### config.mk
export PLATFORM = sky130hd
export DESIGN_NAME = tolm_monitor
export DESIGN_NICKNAME = d
export VERILOG_FILES = /design/src/tolm_pkg.sv /design/src/tolm_conv_if.sv /design/src/tolm_monitor.sv /design/src/tolm_sched.sv /design/src/tolm_avg.sv
export VERILOG_INCLUDE_DIRS = /design/src
export SDC_FILE = /design/constraint.sdc
export NUM_CORES = 1
export LEC_CHECK = 0
export ABC_AREA = 1
export BUFFER_PORTS_ARGS = -buffer_cell sky130_fd_sc_hd__buf_2
export CORE_ASPECT_RATIO = 1.2
export CORE_UTILIZATION = 44
export DETAILED_ROUTE_END_ITERATION = 16
export PLACE_DENSITY = 0.59
export SLEW_MARGIN = 5
export SYNTH_ARGS = -nofsm -noshare
export SYNTH_HDL_FRONTEND = slang
export SYNTH_SLANG_ARGS = --single-unit
### constraint.sdc
create_clock -name i_clock -period 5.9 [get_ports i_clock]
set_clock_uncertainty 0.15 [all_clocks]
set_input_delay 1.18 -clock i_clock [delete_from_list [all_inputs] [get_ports i_clock]]
set_output_delay 1.18 -clock i_clock [all_outputs]
set_load 0.03 [all_outputs]
### src/tolm_consts.svh
// Register offsets, reset values, field positions and timing figures of the monitor
`ifndef TOLM_CONSTS_SVH
`define TOLM_CONSTS_SVH
// Register offsets
`define TOLM_A_V25_VAL   8'h20
`define TOLM_A_VCC_VAL   8'h22
`define TOLM_A_R1_VAL    8'h25
`define TOLM_A_LT_VAL    8'h26
`define TOLM_A_R2_VAL    8'h27
`define TOLM_A_STAT1     8'h41
`define TOLM_A_STAT2     8'h42
`define TOLM_A_V25_LO    8'h44
`define TOLM_A_V25_HI    8'h45
`define TOLM_A_VCC_LO    8'h48
`define TOLM_A_VCC_HI    8'h49
`define TOLM_A_R1_LO     8'h4e
`define TOLM_A_R1_HI     8'h4f
`define TOLM_A_LT_LO     8'h50
`define TOLM_A_LT_HI     8'h51
`define TOLM_A_R2_LO     8'h52
`define TOLM_A_R2_HI     8'h53
`define TOLM_A_FAN1_HI   8'h55
`define TOLM_A_R1_TRIP   8'h6a
`define TOLM_A_LT_TRIP   8'h6b
`define TOLM_A_R2_TRIP   8'h6c
`define TOLM_A_HYST_A    8'h6d
`define TOLM_A_HYST_B    8'h6e
`define TOLM_A_R1_OFFS   8'h70
`define TOLM_A_LT_OFFS   8'h71
`define TOLM_A_R2_OFFS   8'h72
`define TOLM_A_CFG2      8'h73
`define TOLM_A_EXT       8'h77
`define TOLM_A_CFG3      8'h78
// Reset values
`define TOLM_RST_TLO     8'h81
`define TOLM_RST_THI     8'h7f
`define TOLM_RST_TRIP    8'h64
`define TOLM_RST_VLO     8'h00
`define TOLM_RST_VHI     8'hff
`define TOLM_RST_FAN1_HI 8'hff
`define TOLM_RST_HYST_A  8'h44
`define TOLM_RST_HYST_B  8'h40
`define TOLM_RST_OFFS    8'h00
`define TOLM_RST_CFG     8'h00
`define TOLM_RST_TVAL    10'h200
// Field positions
`define TOLM_CFG2_AVG_OFF 4
`define TOLM_CFG2_SINGLE  6
`define TOLM_CFG3_OVR     2
// Channel codes of the converter
`define TOLM_CODE_V25    3'h0
`define TOLM_CODE_VCC    3'h2
`define TOLM_CODE_R1     3'h5
`define TOLM_CODE_LT     3'h6
`define TOLM_CODE_R2     3'h7
// Timing figures in ns and clock period
`define TOLM_CLK_NS      50
`define TOLM_AVG_SAMPLES 16
`define TOLM_REMOTE_NS   4000000
`define TOLM_LOCAL_NS    1400000
`define TOLM_VOLT_NS     711000
`define TOLM_REMOTE_AVG_NS 25500000
`define TOLM_LOCAL_AVG_NS  12000000
`define TOLM_VOLT_AVG_NS   11380000
`define TOLM_ROUND_NS      15500000
`define TOLM_ROUND_AVG_NS  120000000
`endif

### src/tolm_pkg.sv
// Types shared by the monitor modules
package tolm_pkg;
  typedef enum logic [2:0] {
    SC_START = 3'b001,
    SC_CONV  = 3'b010,
    SC_GAP   = 3'b100
  } tolm_sched_e;
  typedef struct packed {
    tolm_sched_e st;
    logic [2:0]  idx;
    logic [3:0]  cnt;
    logic [21:0] slot;
    logic [21:0] round;
    logic        start;
    logic [2:0]  code;
    logic        s_valid;
    logic [9:0]  s_data;
    logic        s_first;
    logic        s_last;
  } tolm_sched_s;
  typedef struct packed {
    logic [13:0] acc;
    logic        r_valid;
    logic [2:0]  r_code;
    logic [9:0]  r_data;
  } tolm_avg_s;
  typedef struct packed {
    logic [7:0]       v25_lo, v25_hi, vcc_lo, vcc_hi;
    logic [7:0]       fan1_hi, cfg2, cfg3, hyst_a, hyst_b;
    logic [2:0][7:0]  tlo, thi, trip, offs;
    logic [2:0][9:0]  temp;
    logic [1:0][7:0]  volt;
    logic [4:0]       ool_now;
    logic [4:0]       stat;
    logic [2:0]       above_trip;
    logic [2:0]       trip_hold;
    logic             ovt;
    logic [7:0]       rdata;
    logic             alert_n;
    logic             fan_full;
  } tolm_core_s;
endpackage

### src/tolm_conv_if.sv
// Sample and result path between scheduler, averager and core
`timescale 1ns/1ns
interface tolm_conv_if;
  logic       s_valid;
  logic [2:0] s_code;
  logic [9:0] s_data;
  logic       s_first;
  logic       s_last;
  logic       r_valid;
  logic [2:0] r_code;
  logic [9:0] r_data;
  modport sched (output s_valid, s_code, s_data, s_first, s_last);
  modport avg   (input s_valid, s_code, s_data, s_first, s_last,
                 output r_valid, r_code, r_data);
  modport core  (input r_valid, r_code, r_data);
endinterface

### src/tolm_monitor.sv
// Temperature offset, limit, status and thermal-trip monitor with register file
// What this block does
// Add signed 8-bit offset, 0.25 C per step, to each temperature result.
// Remote 1, local and remote 2 offsets each reset to zero.
// Each temperature channel has high and low limits setting its status flag.
// A temperature limit violation can also drive the alert output low.
// Temperature low limits reset to 0x81, high limits to 0x7f.
// In automatic fan mode, any channel above its trip limit forces full fans.
// Full speed holds until temperature drops below trip limit minus hysteresis.
// Configuration 3 bit 2 disables that full-speed hold.
// Hysteresis comes from the two hysteresis registers, resetting to 4 C.
// Each thermal-trip limit resets to 0x64.
// By default each value is the average of 16 conversions.
// Configuration 2 bit 4 turns averaging off; a round then takes 15.5 ms.
// Unaveraged, remote conversions take 4 ms and local 1.4 ms.
// Configuration 2 bit 6 repeats conversion of one selected channel only.
// Fan 1 minimum high byte bits 7..5 select 101, 110 or 111.
// Voltage limits: low resets to 0x00, high resets to 0xff.
// Any out-of-limit channel sets a status bit; host polls or takes the alert.
// Temperatures are 10-bit two's complement, 0.25 C per step.
// High limit trips when strictly above; low limit when at or below.
// Status flags stick until read after the cause has gone.
// Comparisons use the offset-corrected value that is stored.
`timescale 1ns/1ns
`include "tolm_consts.svh"
module tolm_monitor #(
  parameter int REMOTE_CYC     = `TOLM_REMOTE_NS / `TOLM_CLK_NS,
  parameter int LOCAL_CYC      = `TOLM_LOCAL_NS / `TOLM_CLK_NS,
  parameter int VOLT_CYC       = `TOLM_VOLT_NS / `TOLM_CLK_NS,
  parameter int REMOTE_AVG_CYC = `TOLM_REMOTE_AVG_NS / `TOLM_CLK_NS / `TOLM_AVG_SAMPLES,
  parameter int LOCAL_AVG_CYC  = `TOLM_LOCAL_AVG_NS / `TOLM_CLK_NS / `TOLM_AVG_SAMPLES,
  parameter int VOLT_AVG_CYC   = `TOLM_VOLT_AVG_NS / `TOLM_CLK_NS / `TOLM_AVG_SAMPLES,
  parameter int ROUND_CYC      = `TOLM_ROUND_NS / `TOLM_CLK_NS,
  parameter int ROUND_AVG_CYC  = `TOLM_ROUND_AVG_NS / `TOLM_CLK_NS
) (
  // Clock and reset
  input  logic       i_clock,
  input  logic       i_rst,
  // Register port
  input  logic [7:0] i_reg_addr,
  input  logic       i_reg_wr,
  input  logic [7:0] i_reg_wdata,
  input  logic       i_reg_rd,
  output logic [7:0] o_reg_rdata,
  // Converter
  output logic       o_adc_start,
  output logic [2:0] o_adc_chan,
  input  logic [9:0] i_adc_data,
  // Fan and alert
  input  logic       i_auto_fan_mode,
  output logic       o_fan_full_speed,
  output logic       o_smbalert_n
);
  tolm_pkg::tolm_core_s r_r, r_nxt;
  tolm_conv_if cif ();

  logic [9:0] v_t;
  logic [7:0] v_v;
  logic [1:0] idx;
  logic [3:0] hyst;
  logic       hi;
  logic       lo;
  logic       above;
  logic       below;

  // Offset add with saturation so a large offset cannot wrap the sign
  function automatic logic [9:0] add_offs(input logic [9:0] raw, input logic [7:0] off);
    logic signed [10:0] s;
    s = $signed({raw[9], raw}) + $signed({{3{off[7]}}, off});
    if (s > 11'sd511)
      add_offs = 10'h1ff;
    else if (s < -11'sd512)
      add_offs = 10'h200;
    else
      add_offs = s[9:0];
  endfunction

  // Value above a whole-degree limit; limit sits at the top eight bits
  function automatic logic t_gt(input logic [9:0] val, input logic [7:0] lim);
    t_gt = $signed(val) > $signed({lim, 2'b00});
  endfunction

  // Sequencer and averager
  tolm_sched #(
    .REMOTE_CYC     (REMOTE_CYC),
    .LOCAL_CYC      (LOCAL_CYC),
    .VOLT_CYC       (VOLT_CYC),
    .REMOTE_AVG_CYC (REMOTE_AVG_CYC),
    .LOCAL_AVG_CYC  (LOCAL_AVG_CYC),
    .VOLT_AVG_CYC   (VOLT_AVG_CYC),
    .ROUND_CYC      (ROUND_CYC),
    .ROUND_AVG_CYC  (ROUND_AVG_CYC)
  ) u_sched (
    .i_clock     (i_clock),
    .i_rst       (i_rst),
    .i_avg_off   (r_r.cfg2[`TOLM_CFG2_AVG_OFF]),
    .i_single    (r_r.cfg2[`TOLM_CFG2_SINGLE]),
    .i_sel_code  (r_r.fan1_hi[7:5]),
    .i_adc_data  (i_adc_data),
    .o_adc_start (o_adc_start),
    .o_adc_chan  (o_adc_chan),
    .cif         (cif.sched)
  );

  tolm_avg u_avg (
    .i_clock (i_clock),
    .i_rst   (i_rst),
    .cif     (cif.avg)
  );

  // Register writes, status reads, result handling
  always_comb begin
    r_nxt = r_r;
    v_t = 10'h000;
    v_v = 8'h00;
    idx = 2'd0;
    hyst = 4'h0;
    hi = 1'b0;
    lo = 1'b0;
    above = 1'b0;
    below = 1'b0;

    // Writes; value and status registers are read only
    if (i_reg_wr) begin
      case (i_reg_addr)
        `TOLM_A_V25_LO:  r_nxt.v25_lo = i_reg_wdata;
        `TOLM_A_V25_HI:  r_nxt.v25_hi = i_reg_wdata;
        `TOLM_A_VCC_LO:  r_nxt.vcc_lo = i_reg_wdata;
        `TOLM_A_VCC_HI:  r_nxt.vcc_hi = i_reg_wdata;
        `TOLM_A_R1_LO:   r_nxt.tlo[0] = i_reg_wdata;
        `TOLM_A_R1_HI:   r_nxt.thi[0] = i_reg_wdata;
        `TOLM_A_LT_LO:   r_nxt.tlo[1] = i_reg_wdata;
        `TOLM_A_LT_HI:   r_nxt.thi[1] = i_reg_wdata;
        `TOLM_A_R2_LO:   r_nxt.tlo[2] = i_reg_wdata;
        `TOLM_A_R2_HI:   r_nxt.thi[2] = i_reg_wdata;
        `TOLM_A_FAN1_HI: r_nxt.fan1_hi = i_reg_wdata;
        `TOLM_A_R1_TRIP: r_nxt.trip[0] = i_reg_wdata;
        `TOLM_A_LT_TRIP: r_nxt.trip[1] = i_reg_wdata;
        `TOLM_A_R2_TRIP: r_nxt.trip[2] = i_reg_wdata;
        `TOLM_A_HYST_A:  r_nxt.hyst_a = i_reg_wdata;
        `TOLM_A_HYST_B:  r_nxt.hyst_b = i_reg_wdata;
        `TOLM_A_R1_OFFS: r_nxt.offs[0] = i_reg_wdata;
        `TOLM_A_LT_OFFS: r_nxt.offs[1] = i_reg_wdata;
        `TOLM_A_R2_OFFS: r_nxt.offs[2] = i_reg_wdata;
        `TOLM_A_CFG2:    r_nxt.cfg2 = i_reg_wdata;
        `TOLM_A_CFG3:    r_nxt.cfg3 = i_reg_wdata;
        default: ;
      endcase
    end

    // Reads; data is registered and held between reads
    if (i_reg_rd) begin
      case (i_reg_addr)
        `TOLM_A_V25_VAL: r_nxt.rdata = r_r.volt[0];
        `TOLM_A_VCC_VAL: r_nxt.rdata = r_r.volt[1];
        `TOLM_A_R1_VAL:  r_nxt.rdata = r_r.temp[0][9:2];
        `TOLM_A_LT_VAL:  r_nxt.rdata = r_r.temp[1][9:2];
        `TOLM_A_R2_VAL:  r_nxt.rdata = r_r.temp[2][9:2];
        `TOLM_A_EXT:     r_nxt.rdata = {r_r.temp[2][1:0], r_r.temp[1][1:0],
                                        r_r.temp[0][1:0], 2'b00};
        `TOLM_A_STAT1:   r_nxt.rdata = {r_r.ovt, r_r.stat[4:2], 1'b0, r_r.stat[1],
                                        1'b0, r_r.stat[0]};
        `TOLM_A_STAT2:   r_nxt.rdata = {6'h00, r_r.ovt, 1'b0};
        `TOLM_A_V25_LO:  r_nxt.rdata = r_r.v25_lo;
        `TOLM_A_V25_HI:  r_nxt.rdata = r_r.v25_hi;
        `TOLM_A_VCC_LO:  r_nxt.rdata = r_r.vcc_lo;
        `TOLM_A_VCC_HI:  r_nxt.rdata = r_r.vcc_hi;
        `TOLM_A_R1_LO:   r_nxt.rdata = r_r.tlo[0];
        `TOLM_A_R1_HI:   r_nxt.rdata = r_r.thi[0];
        `TOLM_A_LT_LO:   r_nxt.rdata = r_r.tlo[1];
        `TOLM_A_LT_HI:   r_nxt.rdata = r_r.thi[1];
        `TOLM_A_R2_LO:   r_nxt.rdata = r_r.tlo[2];
        `TOLM_A_R2_HI:   r_nxt.rdata = r_r.thi[2];
        `TOLM_A_FAN1_HI: r_nxt.rdata = r_r.fan1_hi;
        `TOLM_A_R1_TRIP: r_nxt.rdata = r_r.trip[0];
        `TOLM_A_LT_TRIP: r_nxt.rdata = r_r.trip[1];
        `TOLM_A_R2_TRIP: r_nxt.rdata = r_r.trip[2];
        `TOLM_A_HYST_A:  r_nxt.rdata = r_r.hyst_a;
        `TOLM_A_HYST_B:  r_nxt.rdata = r_r.hyst_b;
        `TOLM_A_R1_OFFS: r_nxt.rdata = r_r.offs[0];
        `TOLM_A_LT_OFFS: r_nxt.rdata = r_r.offs[1];
        `TOLM_A_R2_OFFS: r_nxt.rdata = r_r.offs[2];
        `TOLM_A_CFG2:    r_nxt.rdata = r_r.cfg2;
        `TOLM_A_CFG3:    r_nxt.rdata = r_r.cfg3;
        default:         r_nxt.rdata = 8'h00;
      endcase
      // Reading clears only flags whose cause has gone
      if (i_reg_addr == `TOLM_A_STAT1)
        r_nxt.stat = r_r.stat & r_r.ool_now;
      if (i_reg_addr == `TOLM_A_STAT2)
        r_nxt.ovt = r_r.ovt & (|r_r.above_trip);
    end

    // New result; sets come after clears so a set in the same cycle wins
    if (cif.r_valid) begin
      if (cif.r_code[2] && cif.r_code[1:0] != 2'd0) begin
        idx = cif.r_code[1:0] - 2'd1;
        v_t = add_offs(cif.r_data, r_r.offs[idx]);
        r_nxt.temp[idx] = v_t;
        hi = t_gt(v_t, r_r.thi[idx]);
        lo = !t_gt(v_t, r_r.tlo[idx]);
        // Widen first: a two-bit sum would fold remote 2 onto the 2.5 V flag
        r_nxt.ool_now[{1'b0, idx} + 3'd2] = hi | lo;
        if (hi | lo)
          r_nxt.stat[{1'b0, idx} + 3'd2] = 1'b1;
        // Hysteresis nibbles: remote 1 high, local low, remote 2 high
        case (idx)
          2'd0:    hyst = r_r.hyst_a[7:4];
          2'd1:    hyst = r_r.hyst_a[3:0];
          default: hyst = r_r.hyst_b[7:4];
        endcase
        above = t_gt(v_t, r_r.trip[idx]);
        below = $signed({v_t[9], v_t}) <
                $signed({$signed({r_r.trip[idx][7], r_r.trip[idx]}) -
                         $signed({5'h00, hyst}), 2'b00});
        r_nxt.above_trip[idx] = above;
        if (above) begin
          r_nxt.trip_hold[idx] = 1'b1;
          r_nxt.ovt = 1'b1;
        end else if (below || r_r.cfg3[`TOLM_CFG3_OVR]) begin
          r_nxt.trip_hold[idx] = 1'b0;
        end
      end else if (cif.r_code == `TOLM_CODE_V25 || cif.r_code == `TOLM_CODE_VCC) begin
        idx = {1'b0, cif.r_code[1]};
        v_v = cif.r_data[9:2];
        r_nxt.volt[idx[0]] = v_v;
        hi = idx[0] ? (v_v > r_r.vcc_hi) : (v_v > r_r.v25_hi);
        lo = idx[0] ? (v_v <= r_r.vcc_lo) : (v_v <= r_r.v25_lo);
        r_nxt.ool_now[idx] = hi | lo;
        if (hi | lo)
          r_nxt.stat[idx] = 1'b1;
      end
    end

    // Outputs are taken from the updated state and register on the same clock as it
    r_nxt.alert_n = !((|r_nxt.stat) | r_nxt.ovt);
    r_nxt.fan_full = i_auto_fan_mode & (|r_nxt.trip_hold);
  end

  // State register
  always_ff @(posedge i_clock) begin
    if (i_rst) begin
      r_r <= '0;
      r_r.v25_lo <= `TOLM_RST_VLO;
      r_r.v25_hi <= `TOLM_RST_VHI;
      r_r.vcc_lo <= `TOLM_RST_VLO;
      r_r.vcc_hi <= `TOLM_RST_VHI;
      r_r.fan1_hi <= `TOLM_RST_FAN1_HI;
      r_r.cfg2 <= `TOLM_RST_CFG;
      r_r.cfg3 <= `TOLM_RST_CFG;
      r_r.hyst_a <= `TOLM_RST_HYST_A;
      r_r.hyst_b <= `TOLM_RST_HYST_B;
      r_r.tlo <= {3{`TOLM_RST_TLO}};
      r_r.thi <= {3{`TOLM_RST_THI}};
      r_r.trip <= {3{`TOLM_RST_TRIP}};
      r_r.offs <= {3{`TOLM_RST_OFFS}};
      r_r.temp <= {3{`TOLM_RST_TVAL}};
      r_r.alert_n <= 1'b1;
    end else begin
      r_r <= r_nxt;
    end
  end

  // Outputs straight from flops
  assign o_reg_rdata      = r_r.rdata;
  assign o_smbalert_n     = r_r.alert_n;
  assign o_fan_full_speed = r_r.fan_full;
endmodule // tolm_monitor

### src/tolm_sched.sv
// Conversion sequencer: round robin or single channel, averaged or not
`timescale 1ns/1ns
`include "tolm_consts.svh"
module tolm_sched #(
  parameter int REMOTE_CYC = 80000, LOCAL_CYC = 28000, VOLT_CYC = 14220,
  parameter int REMOTE_AVG_CYC = 31875, LOCAL_AVG_CYC = 15000, VOLT_AVG_CYC = 14225,
  parameter int ROUND_CYC = 310000, ROUND_AVG_CYC = 2400000
) (
  // Clock and reset
  input  logic       i_clock,
  input  logic       i_rst,
  // Mode and converter
  input  logic       i_avg_off,
  input  logic       i_single,
  input  logic [2:0] i_sel_code,
  input  logic [9:0] i_adc_data,
  output logic       o_adc_start,
  output logic [2:0] o_adc_chan,
  // Samples out
  tolm_conv_if.sched cif
);
  tolm_pkg::tolm_sched_s r_r, r_nxt;
  logic [21:0] slot_len;

  // Round order: 2.5 V, Vcc, remote 1, local, remote 2
  function automatic logic [2:0] idx2code(input logic [2:0] i);
    case (i)
      3'd0:    idx2code = `TOLM_CODE_V25;
      3'd1:    idx2code = `TOLM_CODE_VCC;
      3'd2:    idx2code = `TOLM_CODE_R1;
      3'd3:    idx2code = `TOLM_CODE_LT;
      default: idx2code = `TOLM_CODE_R2;
    endcase
  endfunction

  // Per-sample slot; averaged slots are the channel time over 16 samples
  always_comb begin
    if (!r_r.code[2])
      slot_len = i_avg_off ? 22'(VOLT_CYC) : 22'(VOLT_AVG_CYC);
    else if (r_r.code == `TOLM_CODE_LT)
      slot_len = i_avg_off ? 22'(LOCAL_CYC) : 22'(LOCAL_AVG_CYC);
    else
      slot_len = i_avg_off ? 22'(REMOTE_CYC) : 22'(REMOTE_AVG_CYC);
  end

  // Sequencer
  always_comb begin
    r_nxt = r_r;
    r_nxt.start = 1'b0;
    r_nxt.s_valid = 1'b0;
    r_nxt.round = r_r.round + 22'd1;
    case (r_r.st)
      tolm_pkg::SC_START: begin
        r_nxt.start = 1'b1;
        r_nxt.code = i_single ? i_sel_code : idx2code(r_r.idx);
        r_nxt.slot = 22'd0;
        r_nxt.st = tolm_pkg::SC_CONV;
      end
      tolm_pkg::SC_CONV: begin
        r_nxt.slot = r_r.slot + 22'd1;
        if (r_r.slot >= slot_len - 22'd1) begin
          r_nxt.s_valid = 1'b1;
          r_nxt.s_data = i_adc_data;
          r_nxt.s_first = (r_r.cnt == 4'd0);
          r_nxt.s_last = i_avg_off || (r_r.cnt == 4'(`TOLM_AVG_SAMPLES - 1));
          r_nxt.st = tolm_pkg::SC_START;
          r_nxt.cnt = r_r.cnt + 4'd1;
          if (r_nxt.s_last) begin
            r_nxt.cnt = 4'd0;
            if (!i_single && r_r.idx == 3'd4) begin
              r_nxt.idx = 3'd0;
              r_nxt.st = tolm_pkg::SC_GAP;
            end else if (!i_single) begin
              r_nxt.idx = r_r.idx + 3'd1;
            end
          end
        end
      end
      tolm_pkg::SC_GAP: begin
        // Next round starts a fixed period after the last one began
        if (r_r.round >= (i_avg_off ? 22'(ROUND_CYC - 1) : 22'(ROUND_AVG_CYC - 1))) begin
          r_nxt.round = 22'd0;
          r_nxt.st = tolm_pkg::SC_START;
        end
      end
      default: r_nxt.st = tolm_pkg::SC_START;
    endcase
  end

  always_ff @(posedge i_clock) begin
    if (i_rst) begin
      r_r <= '0;
      r_r.st <= tolm_pkg::SC_START;
    end else begin
      r_r <= r_nxt;
    end
  end

  assign o_adc_start = r_r.start;
  assign o_adc_chan  = r_r.code;
  assign cif.s_valid = r_r.s_valid;
  assign cif.s_code  = r_r.code;
  assign cif.s_data  = r_r.s_data;
  assign cif.s_first = r_r.s_first;
  assign cif.s_last  = r_r.s_last;
endmodule // tolm_sched

### src/tolm_avg.sv
// Sixteen-sample averager; a lone sample passes through unchanged
`timescale 1ns/1ns
module tolm_avg (
  // Clock and reset
  input  logic   i_clock,
  input  logic   i_rst,
  // Samples in, results out
  tolm_conv_if.avg cif
);
  tolm_pkg::tolm_avg_s r_r, r_nxt;
  logic [13:0] ext;
  logic [13:0] sum;

  // Temperatures are signed, voltages unsigned
  always_comb begin
    ext = cif.s_code[2] ? {{4{cif.s_data[9]}}, cif.s_data} : {4'h0, cif.s_data};
    sum = (cif.s_first ? 14'h0000 : r_r.acc) + ext;
    r_nxt = r_r;
    r_nxt.r_valid = 1'b0;
    if (cif.s_valid) begin
      r_nxt.acc = sum;
      if (cif.s_last) begin
        r_nxt.r_valid = 1'b1;
        r_nxt.r_code = cif.s_code;
        r_nxt.r_data = cif.s_first ? cif.s_data : sum[13:4];
      end
    end
  end

  always_ff @(posedge i_clock) begin
    if (i_rst)
      r_r <= '0;
    else
      r_r <= r_nxt;
  end

  assign cif.r_valid = r_r.r_valid;
  assign cif.r_code  = r_r.r_code;
  assign cif.r_data  = r_r.r_data;
endmodule // tolm_avg

# After elaboration in Yosys (flattened, before gate mapping)
# Index checks and enable logic that the tools add are counted.
[word_totals] register_bits=340 in_bits=31 output_inout_bits=14
[op_classes] addsub=10 magnitude_cmp=20 eq_ne=43 mux=70 n_bitwise=14 n_reduce_logical=52
[op_table] operator="case mux 8 bit (29 select lines)" count=1
[op_table] operator="equality test 8 x 7 -> 1 bit, second input constant" count=24
[op_table] operator="2-to-1 mux 22 bit" count=5
[op_table] operator="2-to-1 mux 10 bit" count=10
[op_table] operator="binary-select mux 8 bit (select 2 bit)" count=4
[op_table] operator="AND reduction 2 bit" count=26
[op_table] operator="adder 22 x 1 -> 22 bit, second input constant" count=2
[op_table] operator=">= comparator 22 bit" count=2
[op_table] operator="case mux 22 bit (2 select lines)" count=1
[op_table] operator="2-to-1 mux 14 bit" count=3
[op_table] operator="equality test 8 x 6 -> 1 bit, second input constant" count=5
[op_table] operator="2-to-1 mux 8 bit" count=5
[op_table] operator="bitwise mux 30 bit" count=1
[op_table] operator="greater-than comparator 10 bit" count=3
[op_table] operator="2-to-1 mux 5 bit" count=5
[op_table] operator="subtractor 22 x 1 -> 22 bit, second input constant" count=1
[op_table] operator="2-to-1 mux 3 bit" count=7
[op_table] operator="demux 10 bit (select 2 bit)" count=1
[op_table] operator="2-to-1 mux 17 bit" count=1
[op_table] operator="bitwise mux 16 bit" count=1
[op_table] operator="greater-than comparator 8 bit" count=2
[op_table] operator="less-or-equal comparator 8 bit" count=2
[op_table] operator="2-to-1 mux 15 bit" count=1
[op_table] operator="adder 14 bit" count=1
[op_table] operator="58 further kinds" count=95

# Longest topological paths before layout
[logic_depth] depth_word=18 depth_mapped=37

# By module
# Synthesis repeated with hierarchy kept, for this count alone.
[unflattened] cells_unflattened=2851 area_unflattened_um2=19836.5
[modules_own_cells] module="tolm_monitor" n_inst=1 cells_per_inst=1879 area_each_um2=13292.7 seq_area_each_um2=4824.6
[modules_own_cells] module="tolm_sched" n_inst=1 cells_per_inst=646 area_each_um2=4475.5 seq_area_each_um2=1421.4
[modules_own_cells] module="tolm_avg" n_inst=1 cells_per_inst=326 area_each_um2=2068.2 seq_area_each_um2=560.5

# Worst setup path after synthesis
# Ideal clock, no wire load.
[synth_timing] kind="register to register" from="register u_avg.r_r, in the netlist u_avg.cif.r_code[0]" to="register r_r, in the netlist o_fan_full_speed" setup_time_ps=117 arrival_ps=4754 path_slack_ps=879 stages_incl_launch_ff=29 n_path_buf=6 cell_sequence="dfxtp_1 buf_2 inv_2 clkbuf_1 ha_1 clkbuf_1 clkbuf_1 clkbuf_1 o21ai_0 o22ai_1 ha_1 nand2_1 inv_1 a21oi_2 nand4_2 nand2_4 nand2_8 nand2_1 nand2_2 buf_6 ha_1 a21oi_1 nor2_1 nor3b_1 nand2_2 nand4_1 nand2_1 nor2_1 a21oi_2"
[synth_via] elab_chain_len=17 word_cells_on_any_way=37 cone_classes="3 x add/sub; 6 x order compare; 1 x eq/ne; 17 x mux; 4 x bitwise; 6 x reduce/logical"
[synth_rtl] element="start, declared" line_no="tolm_avg.sv:10" text="tolm_pkg::tolm_avg_s r_r, r_nxt;"
[synth_rtl] element="start signal, assigned" line_no="tolm_avg.sv:34" text="r_r <= r_nxt;"
[synth_rtl] element="subtractor 2 x 1 -> 2 bit" line_no="tolm_monitor.sv:197" text="idx = cif.r_code[1:0] - 2'd1;"
[synth_rtl] element="binary-select mux 8 bit (select 2 bit)" line_no="tolm_monitor.sv:198" text="v_t = add_offs(cif.r_data, r_r.offs[idx]);"
[synth_rtl] element="2-to-1 mux 8 bit (not written as such)" line_no="tolm_monitor.sv:198"
[synth_rtl] element="adder 10 x 8 -> 11 bit" line_no="tolm_monitor.sv:69" text="s = $signed({raw[9], raw}) + $signed({{3{off[7]}}, off});"
[synth_rtl] element="less-than comparator 11 x 10 -> 1 bit" line_no="tolm_monitor.sv:72" text="else if (s < -11'sd512)"
[synth_rtl] element="2-to-1 mux 10 bit" line_no="tolm_monitor.sv:72"
[synth_rtl] element="2-to-1 mux 10 bit" line_no="tolm_monitor.sv:70" text="if (s > 11'sd511)"
[synth_rtl] element="2-to-1 mux 10 bit" line_no="tolm_monitor.sv:196" text="if (cif.r_code[2] && cif.r_code[1:0] != 2'd0) begin"
[synth_rtl] element="2-to-1 mux 10 bit" line_no="tolm_monitor.sv:195" text="if (cif.r_valid) begin"
[synth_rtl] element="less-than comparator 10 x 11 -> 1 bit" line_no="tolm_monitor.sv:213" text="below = $signed({v_t[9], v_t}) <"
[synth_rtl] element="logical OR 1 bit" line_no="tolm_monitor.sv:220" text="end else if (below || r_r.cfg3[`TOLM_CFG3_OVR]) begin"
[synth_rtl] element="2-to-1 mux 3 bit" line_no="tolm_monitor.sv:220"
[synth_rtl] element="2-to-1 mux 3 bit" line_no="tolm_monitor.sv:217" text="if (above) begin"
[synth_rtl] element="2-to-1 mux 7 bit (*)" line_no="tolm_monitor.sv:196"
[synth_rtl] element="2-to-1 mux 12 bit (*)" line_no="tolm_monitor.sv:195"
[synth_rtl] element="OR reduction 3 bit (*)" line_no="tolm_monitor.sv:237" text="r_nxt.fan_full = i_auto_fan_mode & (|r_nxt.trip_hold);"
[synth_rtl] element="AND 1 bit (*)" line_no="tolm_monitor.sv:237"
[synth_rtl] element="end signal, assigned" line_no="tolm_monitor.sv:260" text="r_r <= r_nxt;"
[synth_rtl] element="end, declared" line_no="tolm_monitor.sv:54" text="tolm_pkg::tolm_core_s r_r, r_nxt;"
# Every way passes the cells marked *; elsewhere a longest branch is shown, timed or not. The select of a mux whose other input is x is not followed.
# A chain may end at the register's enable or synchronous reset.

# Worst setup path after layout
[layout_timing] from="register u_avg.r_r, in the netlist u_avg.cif.r_code[1]" to="register r_r, in the netlist o_smbalert_n"
[layout_via] elab_chain_len=18 word_cells_on_any_way=52 cone_classes="3 x add/sub; 9 x order compare; 1 x eq/ne; 25 x mux; 5 x bitwise; 9 x reduce/logical"
[layout_rtl] element="subtractor 2 x 1 -> 2 bit" line_no="tolm_monitor.sv:197"
[layout_rtl] element="binary-select mux 8 bit (select 2 bit)" line_no="tolm_monitor.sv:198"
[layout_rtl] element="2-to-1 mux 8 bit (not written as such)" line_no="tolm_monitor.sv:198"
[layout_rtl] element="adder 10 x 8 -> 11 bit" line_no="tolm_monitor.sv:69"
[layout_rtl] element="less-than comparator 11 x 10 -> 1 bit" line_no="tolm_monitor.sv:72"
[layout_rtl] element="2-to-1 mux 10 bit" line_no="tolm_monitor.sv:72"
[layout_rtl] element="2-to-1 mux 10 bit" line_no="tolm_monitor.sv:70"
[layout_rtl] element="2-to-1 mux 10 bit" line_no="tolm_monitor.sv:196"
[layout_rtl] element="[... 2 more ...]"
[layout_rtl] element="logical NOT 1 bit" line_no="tolm_monitor.sv:201" text="lo = !t_gt(v_t, r_r.tlo[idx]);"
[layout_rtl] element="bitwise OR 1 bit" line_no="tolm_monitor.sv:204" text="if (hi | lo)"
[layout_rtl] element="2-to-1 mux 5 bit" line_no="tolm_monitor.sv:204"
[layout_rtl] element="2-to-1 mux 10 bit" line_no="tolm_monitor.sv:196"
[layout_rtl] element="2-to-1 mux 12 bit (*)" line_no="tolm_monitor.sv:195"
[layout_rtl] element="OR reduction 5 bit" line_no="tolm_monitor.sv:236" text="r_nxt.alert_n = !((|r_nxt.stat) | r_nxt.ovt);"
[layout_rtl] element="bitwise OR 1 bit (*)" line_no="tolm_monitor.sv:236"
[layout_rtl] element="logical NOT 1 bit (*)" line_no="tolm_monitor.sv:236"
# Marked as above.

==> metrics.txt <==
# TYPE chip_impl_metric gauge
chip_impl_metric{name="detailedRoute.firstPassIterationCount",unit=""} 6
chip_impl_info{name="worst_hold_path_type",value="reg2reg"} 1
chip_impl_metric{name="wire_length_of_the_first_global_routing_pass",unit="mm"} 96.7
chip_impl_metric{name="place.gp.congestion",unit=""} 0.971
chip_impl_metric{name="detailed_place.area",unit="um^2"} 19300
chip_impl_metric{name="fin_util",unit="%"} 49.2
chip_impl_metric{name="placed_cells",unit=""} 3106
chip_impl_metric{name="grt_max_degree",unit=""} 93
chip_impl_info{name="critical_path_class",value="reg2reg"} 1
chip_impl_metric{name="synthesis.nets",unit=""} 2766
chip_impl_metric{name="postCtsResizedCells",unit=""} 0
chip_impl_metric{name="hpwlAfterDp",unit="mm"} 46.4
chip_impl_info{name="layout.cells.most_common_list",value="sky130_fd_sc_hd__nand2_1 (404), sky130_fd_sc_hd__inv_1 (401), sky130_fd_sc_hd__dfxtp_1 (339)"} 1
chip_impl_metric{name="worst_slew_margin_rel",unit="%"} 34.0
chip_impl_metric{name="fraction_of_layout_instances_using_a_drive_strength_above_1",unit="%"} 7.54
chip_impl_info{name="mostFrequentLayoutCell",value="sky130_fd_sc_hd__nand2_1"} 1
chip_impl_metric{name="clk_pin_slew_worst_paths",unit="ns"} 0.06
chip_impl_metric{name="power",unit="mW"} 5.05
chip_impl_metric{name="design.die.area",unit="um^2"} 43600
chip_impl_metric{name="setup_total_negative_slack",unit="ns"} 0
chip_impl_metric{name="ys_seq_area_share",unit="%"} 36.2
chip_impl_metric{name="die_h",unit="um"} 228
chip_impl_info{name="status",value="finished, final reports clean"} 1
chip_impl_metric{name="synth_async_sr_flop_share",unit="%"} 0
chip_impl_metric{name="ios",unit=""} 45
chip_impl_metric{name="power_leakage",unit="nW"} 8.87
chip_impl_metric{name="crit_path_max_fanout",unit=""} 18
chip_impl_metric{name="cts-htree-levels",unit=""} 2
chip_impl_metric{name="drtAntennaViolNets",unit=""} 0
chip_impl_metric{name="tritoncts_num_sinks",unit=""} 340
chip_impl_metric{name="max-clock-path-buffers",unit=""} 3
chip_impl_metric{name="synth.lib_cells_used.distinct",unit=""} 64
chip_impl_metric{name="syn_inst",unit=""} 2618
chip_impl_metric{name="fin_nets",unit=""} 2749
chip_impl_metric{name="timing.max_cap.violations",unit=""} 0
chip_impl_info{name="critPathLaunchType",value="flip-flop"} 1
chip_impl_info{name="rsz_0062_raised_after_global_routing",value="no"} 1
chip_impl_metric{name="first_global_vias",unit=""} 16800
chip_impl_info{name="clock_tree_from_tritoncts",value="done"} 1
chip_impl_metric{name="fmax",unit="MHz"} 199
chip_impl_metric{name="layout.area.seq",unit="um^2"} 6810
chip_impl_metric{name="clock_latency",unit="ns"} 0.56
chip_impl_metric{name="multi_input_area",unit="um^2"} 9940
chip_impl_metric{name="setup_violations",unit=""} 0
chip_impl_metric{name="post_cts_setup_repair_bufs",unit=""} 0
chip_impl_metric{name="ir_worst_vdd",unit="mV"} 0.225
chip_impl_metric{name="layout.filler_cells",unit=""} 4217
chip_impl_metric{name="drt-initial-drc-count",unit=""} 1452
chip_impl_metric{name="yosys_warnings",unit=""} 0
chip_impl_metric{name="syn_area",unit="um^2"} 18800
chip_impl_metric{name="ys_ff_latch",unit=""} 340
chip_impl_metric{name="port-buffer-count",unit=""} 44
chip_impl_metric{name="coreArea",unit="um^2"} 42000
chip_impl_metric{name="layout.cell_area.non_filler",unit="um^2"} 20700
chip_impl_info{name="crit_path_end_kind",value="flip-flop"} 1
chip_impl_metric{name="worstPathArrival",unit="ns"} 5.32
chip_impl_metric{name="stdcell_count",unit=""} 3173
chip_impl_metric{name="power-per-cell-area",unit="nW/um^2"} 244
chip_impl_metric{name="final_count_of_pins_violating_max_slew",unit=""} 0
chip_impl_metric{name="layout_min_cycle_time",unit="ns"} 5.03
chip_impl_metric{name="groute.usage.overall",unit="%"} 28.9
chip_impl_metric{name="layout-area-overhead-vs-synth",unit="%"} 9.83
chip_impl_metric{name="finalHoldViolCount",unit=""} 0
chip_impl_metric{name="antenna_found_initial",unit=""} 0
chip_impl_metric{name="initial_util",unit="%"} 44.8
chip_impl_metric{name="die_width",unit="um"} 191
chip_impl_metric{name="num_rows",unit=""} 82
chip_impl_metric{name="cts_hold_repair.buffers",unit=""} 0
chip_impl_metric{name="antennaDiodeCount",unit=""} 0
chip_impl_metric{name="worst_pin_slew",unit="ns"} 0.986
chip_impl_info{name="synth_flop_cell",value="sky130_fd_sc_hd__dfxtp_1"} 1
chip_impl_metric{name="gr-total-overflow",unit=""} 0
chip_impl_metric{name="routed-via-count",unit=""} 17900
chip_impl_metric{name="wl",unit="mm"} 63.1
chip_impl_metric{name="data_required_time_of_the_worst_path",unit="ns"} 6.18
chip_impl_metric{name="post_route_fraction_of_the_period_consumed_by_the_critical_path",unit="%"} 85.3
chip_impl_metric{name="wl_per_cell",unit="um"} 19.9
chip_impl_info{name="clock-root-buffer",value="sky130_fd_sc_hd__clkbuf_16"} 1
chip_impl_metric{name="via_per_inst",unit=""} 5.63
chip_impl_metric{name="cts_bufs_inserted",unit=""} 39
chip_impl_metric{name="synth_enable_flop_cells",unit=""} 0
chip_impl_metric{name="synthesis.area_per_instance",unit="um^2"} 7.18
chip_impl_metric{name="drt_drc_violations_left",unit=""} 0
-- worst paths after layout --
kind / startpoint / endpoint / slack, ns / cells after the start
setup / recovery: u_avg.cif.r_code[1] / o_smbalert_n / 0.87 / 27
hold / removal: u_sched.r_r[17] / u_sched.r_r[17] / 0.30 / 1
setup reg to reg: u_avg.cif.r_code[1] / o_smbalert_n / 0.87 / 27
hold reg to reg: u_sched.r_r[17] / u_sched.r_r[17] / 0.30 / 1
-- report_power, final --
group / internal [mW] / switching [mW] / leakage, nW
combinational: 0.0476 / 0.172 / 5.47
clock: 1.51 / 1.00 / 0.657
sequential: 2.31 / 0.00958 / 2.74
total: 3.86 / 1.19 / 8.87
-- state kept, by name (all words and copies together), names as in the netlist --
register,count
u_sched.r_r,54
o_smbalert_n,1
u_sched.cif.s_first,1
o_reg_rdata,8
u_sched.cif.s_last,1
u_sched.cif.s_data,10
u_avg.cif.r_code,3
u_sched.cif.s_code,3
u_avg.cif.r_data,10
o_fan_full_speed,1
u_sched.o_adc_start,1
u_avg.r_r,14
u_avg.cif.r_valid,1
r_r,231
u_sched.cif.s_valid,1
-- cell usage after synthesis (6+ instances only) --
| master | count | area (um^2) |
|---|---|---|
| sky130_fd_sc_hd__a211oi_1 | 14 | 105 |
| sky130_fd_sc_hd__o21a_1 | 12 | 90.1 |
| sky130_fd_sc_hd__or2_2 | 7 | 43.8 |
| sky130_fd_sc_hd__xor2_1 | 18 | 158 |
| sky130_fd_sc_hd__o21ai_0 | 239 | 1200 |
| sky130_fd_sc_hd__a21oi_1 | 286 | 1430 |
| sky130_fd_sc_hd__clkbuf_1 | 98 | 368 |
| sky130_fd_sc_hd__o31ai_1 | 11 | 82.6 |
| sky130_fd_sc_hd__nor2_2 | 12 | 75.1 |
| sky130_fd_sc_hd__o211ai_1 | 55 | 413 |
| sky130_fd_sc_hd__ha_1 | 114 | 1430 |
| sky130_fd_sc_hd__nand2_2 | 11 | 68.8 |
| sky130_fd_sc_hd__nand2_1 | 404 | 1520 |
| sky130_fd_sc_hd__o22ai_1 | 60 | 375 |
| sky130_fd_sc_hd__a22oi_1 | 16 | 120 |
| sky130_fd_sc_hd__o21bai_1 | 8 | 60.1 |
| sky130_fd_sc_hd__o221ai_1 | 6 | 52.6 |
| sky130_fd_sc_hd__nor3b_1 | 8 | 60.1 |
| sky130_fd_sc_hd__inv_2 | 8 | 30.0 |
| sky130_fd_sc_hd__o2111ai_1 | 6 | 52.6 |
| sky130_fd_sc_hd__nor3_1 | 28 | 140 |
| sky130_fd_sc_hd__nor3_2 | 8 | 80.1 |
| sky130_fd_sc_hd__dfxtp_1 | 340 | 6810 |
| sky130_fd_sc_hd__a31oi_1 | 8 | 50.1 |
| sky130_fd_sc_hd__nor2_1 | 189 | 709 |
| sky130_fd_sc_hd__a221oi_1 | 33 | 289 |
| sky130_fd_sc_hd__inv_1 | 401 | 1510 |
| sky130_fd_sc_hd__xnor2_1 | 12 | 105 |
| sky130_fd_sc_hd__clkinv_1 | 6 | 22.5 |
| sky130_fd_sc_hd__nand2_4 | 6 | 67.6 |
| sky130_fd_sc_hd__buf_4 | 13 | 97.6 |
| sky130_fd_sc_hd__nand3_1 | 76 | 380 |
| sky130_fd_sc_hd__nand4_1 | 37 | 231 |
-- through the flow --
stage,hold slack (ns),setup slack (ns)
finish,0.302,0.866
global route,0.322,0.494
CTS,0.304,0.839
detailed placement,0.295,0.863
global placement,0.279,0.983
floorplan,0.268,0.879
-- worst max-delay path, cell delays in order (launching register included) --
cell and delay [ns]:
sky130_fd_sc_hd__dfxtp_1 0.34, sky130_fd_sc_hd__inv_1 0.34, sky130_fd_sc_hd__ha_1 0.38, sky130_fd_sc_hd__nor2_2 0.16, sky130_fd_sc_hd__inv_2 0.16, sky130_fd_sc_hd__o22ai_1 0.37, sky130_fd_sc_hd__ha_1 0.38, sky130_fd_sc_hd__nand2_1 0.13
sky130_fd_sc_hd__inv_1 0.06, sky130_fd_sc_hd__a21oi_2 0.18, sky130_fd_sc_hd__nand4_2 0.19, sky130_fd_sc_hd__nand2_4 0.24, sky130_fd_sc_hd__nand2_8 0.10, sky130_fd_sc_hd__nand2_1 0.08, sky130_fd_sc_hd__nand2_1 0.24, sky130_fd_sc_hd__ha_1 0.39
sky130_fd_sc_hd__nand2_1 0.08, sky130_fd_sc_hd__inv_1 0.06, sky130_fd_sc_hd__a21boi_1 0.19, sky130_fd_sc_hd__nand2_1 0.08, sky130_fd_sc_hd__nand2_1 0.09, sky130_fd_sc_hd__nand3_2 0.08, sky130_fd_sc_hd__nand2_2 0.11, sky130_fd_sc_hd__nand2_1 0.09
sky130_fd_sc_hd__nand2_1 0.10, sky130_fd_sc_hd__nor2_1 0.04, sky130_fd_sc_hd__nand2_1 0.05, sky130_fd_sc_hd__nand2_1 0.05
-- final cells by class --
cell class / count / share of cell area, %
clock inverters: 13 / 0.697
clock buffers: 54 / 5.64
multi-input cells: 1745 / 48.1
inverters: 415 / 7.55
repair buffers: 60 / 1.72
well taps: 546 / 3.31
flip-flops and latches: 340 / 33.0
-- metal layers --
layer | part of all wire [%] | GRT usage (%) | vias to the layer above
met3 | 5.4 | 4.28 | 132
met4 | 4.2 | 11.6 | 0
li1 | - | - | 8790
met2 | 49 | 50.1 | 527
met5 | 0 | 0 | -
met1 | 42 | 35.4 | 8405
-- cells by family after synthesis --
group / after synthesis / synth area share, %
buf+inv: 533 / 11.0
other cells: 1 / 0.0199
flops: 340 / 36.2
simple gates: 812 / 19.2
xor+xnor: 30 / 1.40
fa+ha+maj: 117 / 7.90
compound gates: 785 / 24.3
Note: power is estimated with default switching activity, not from simulation.
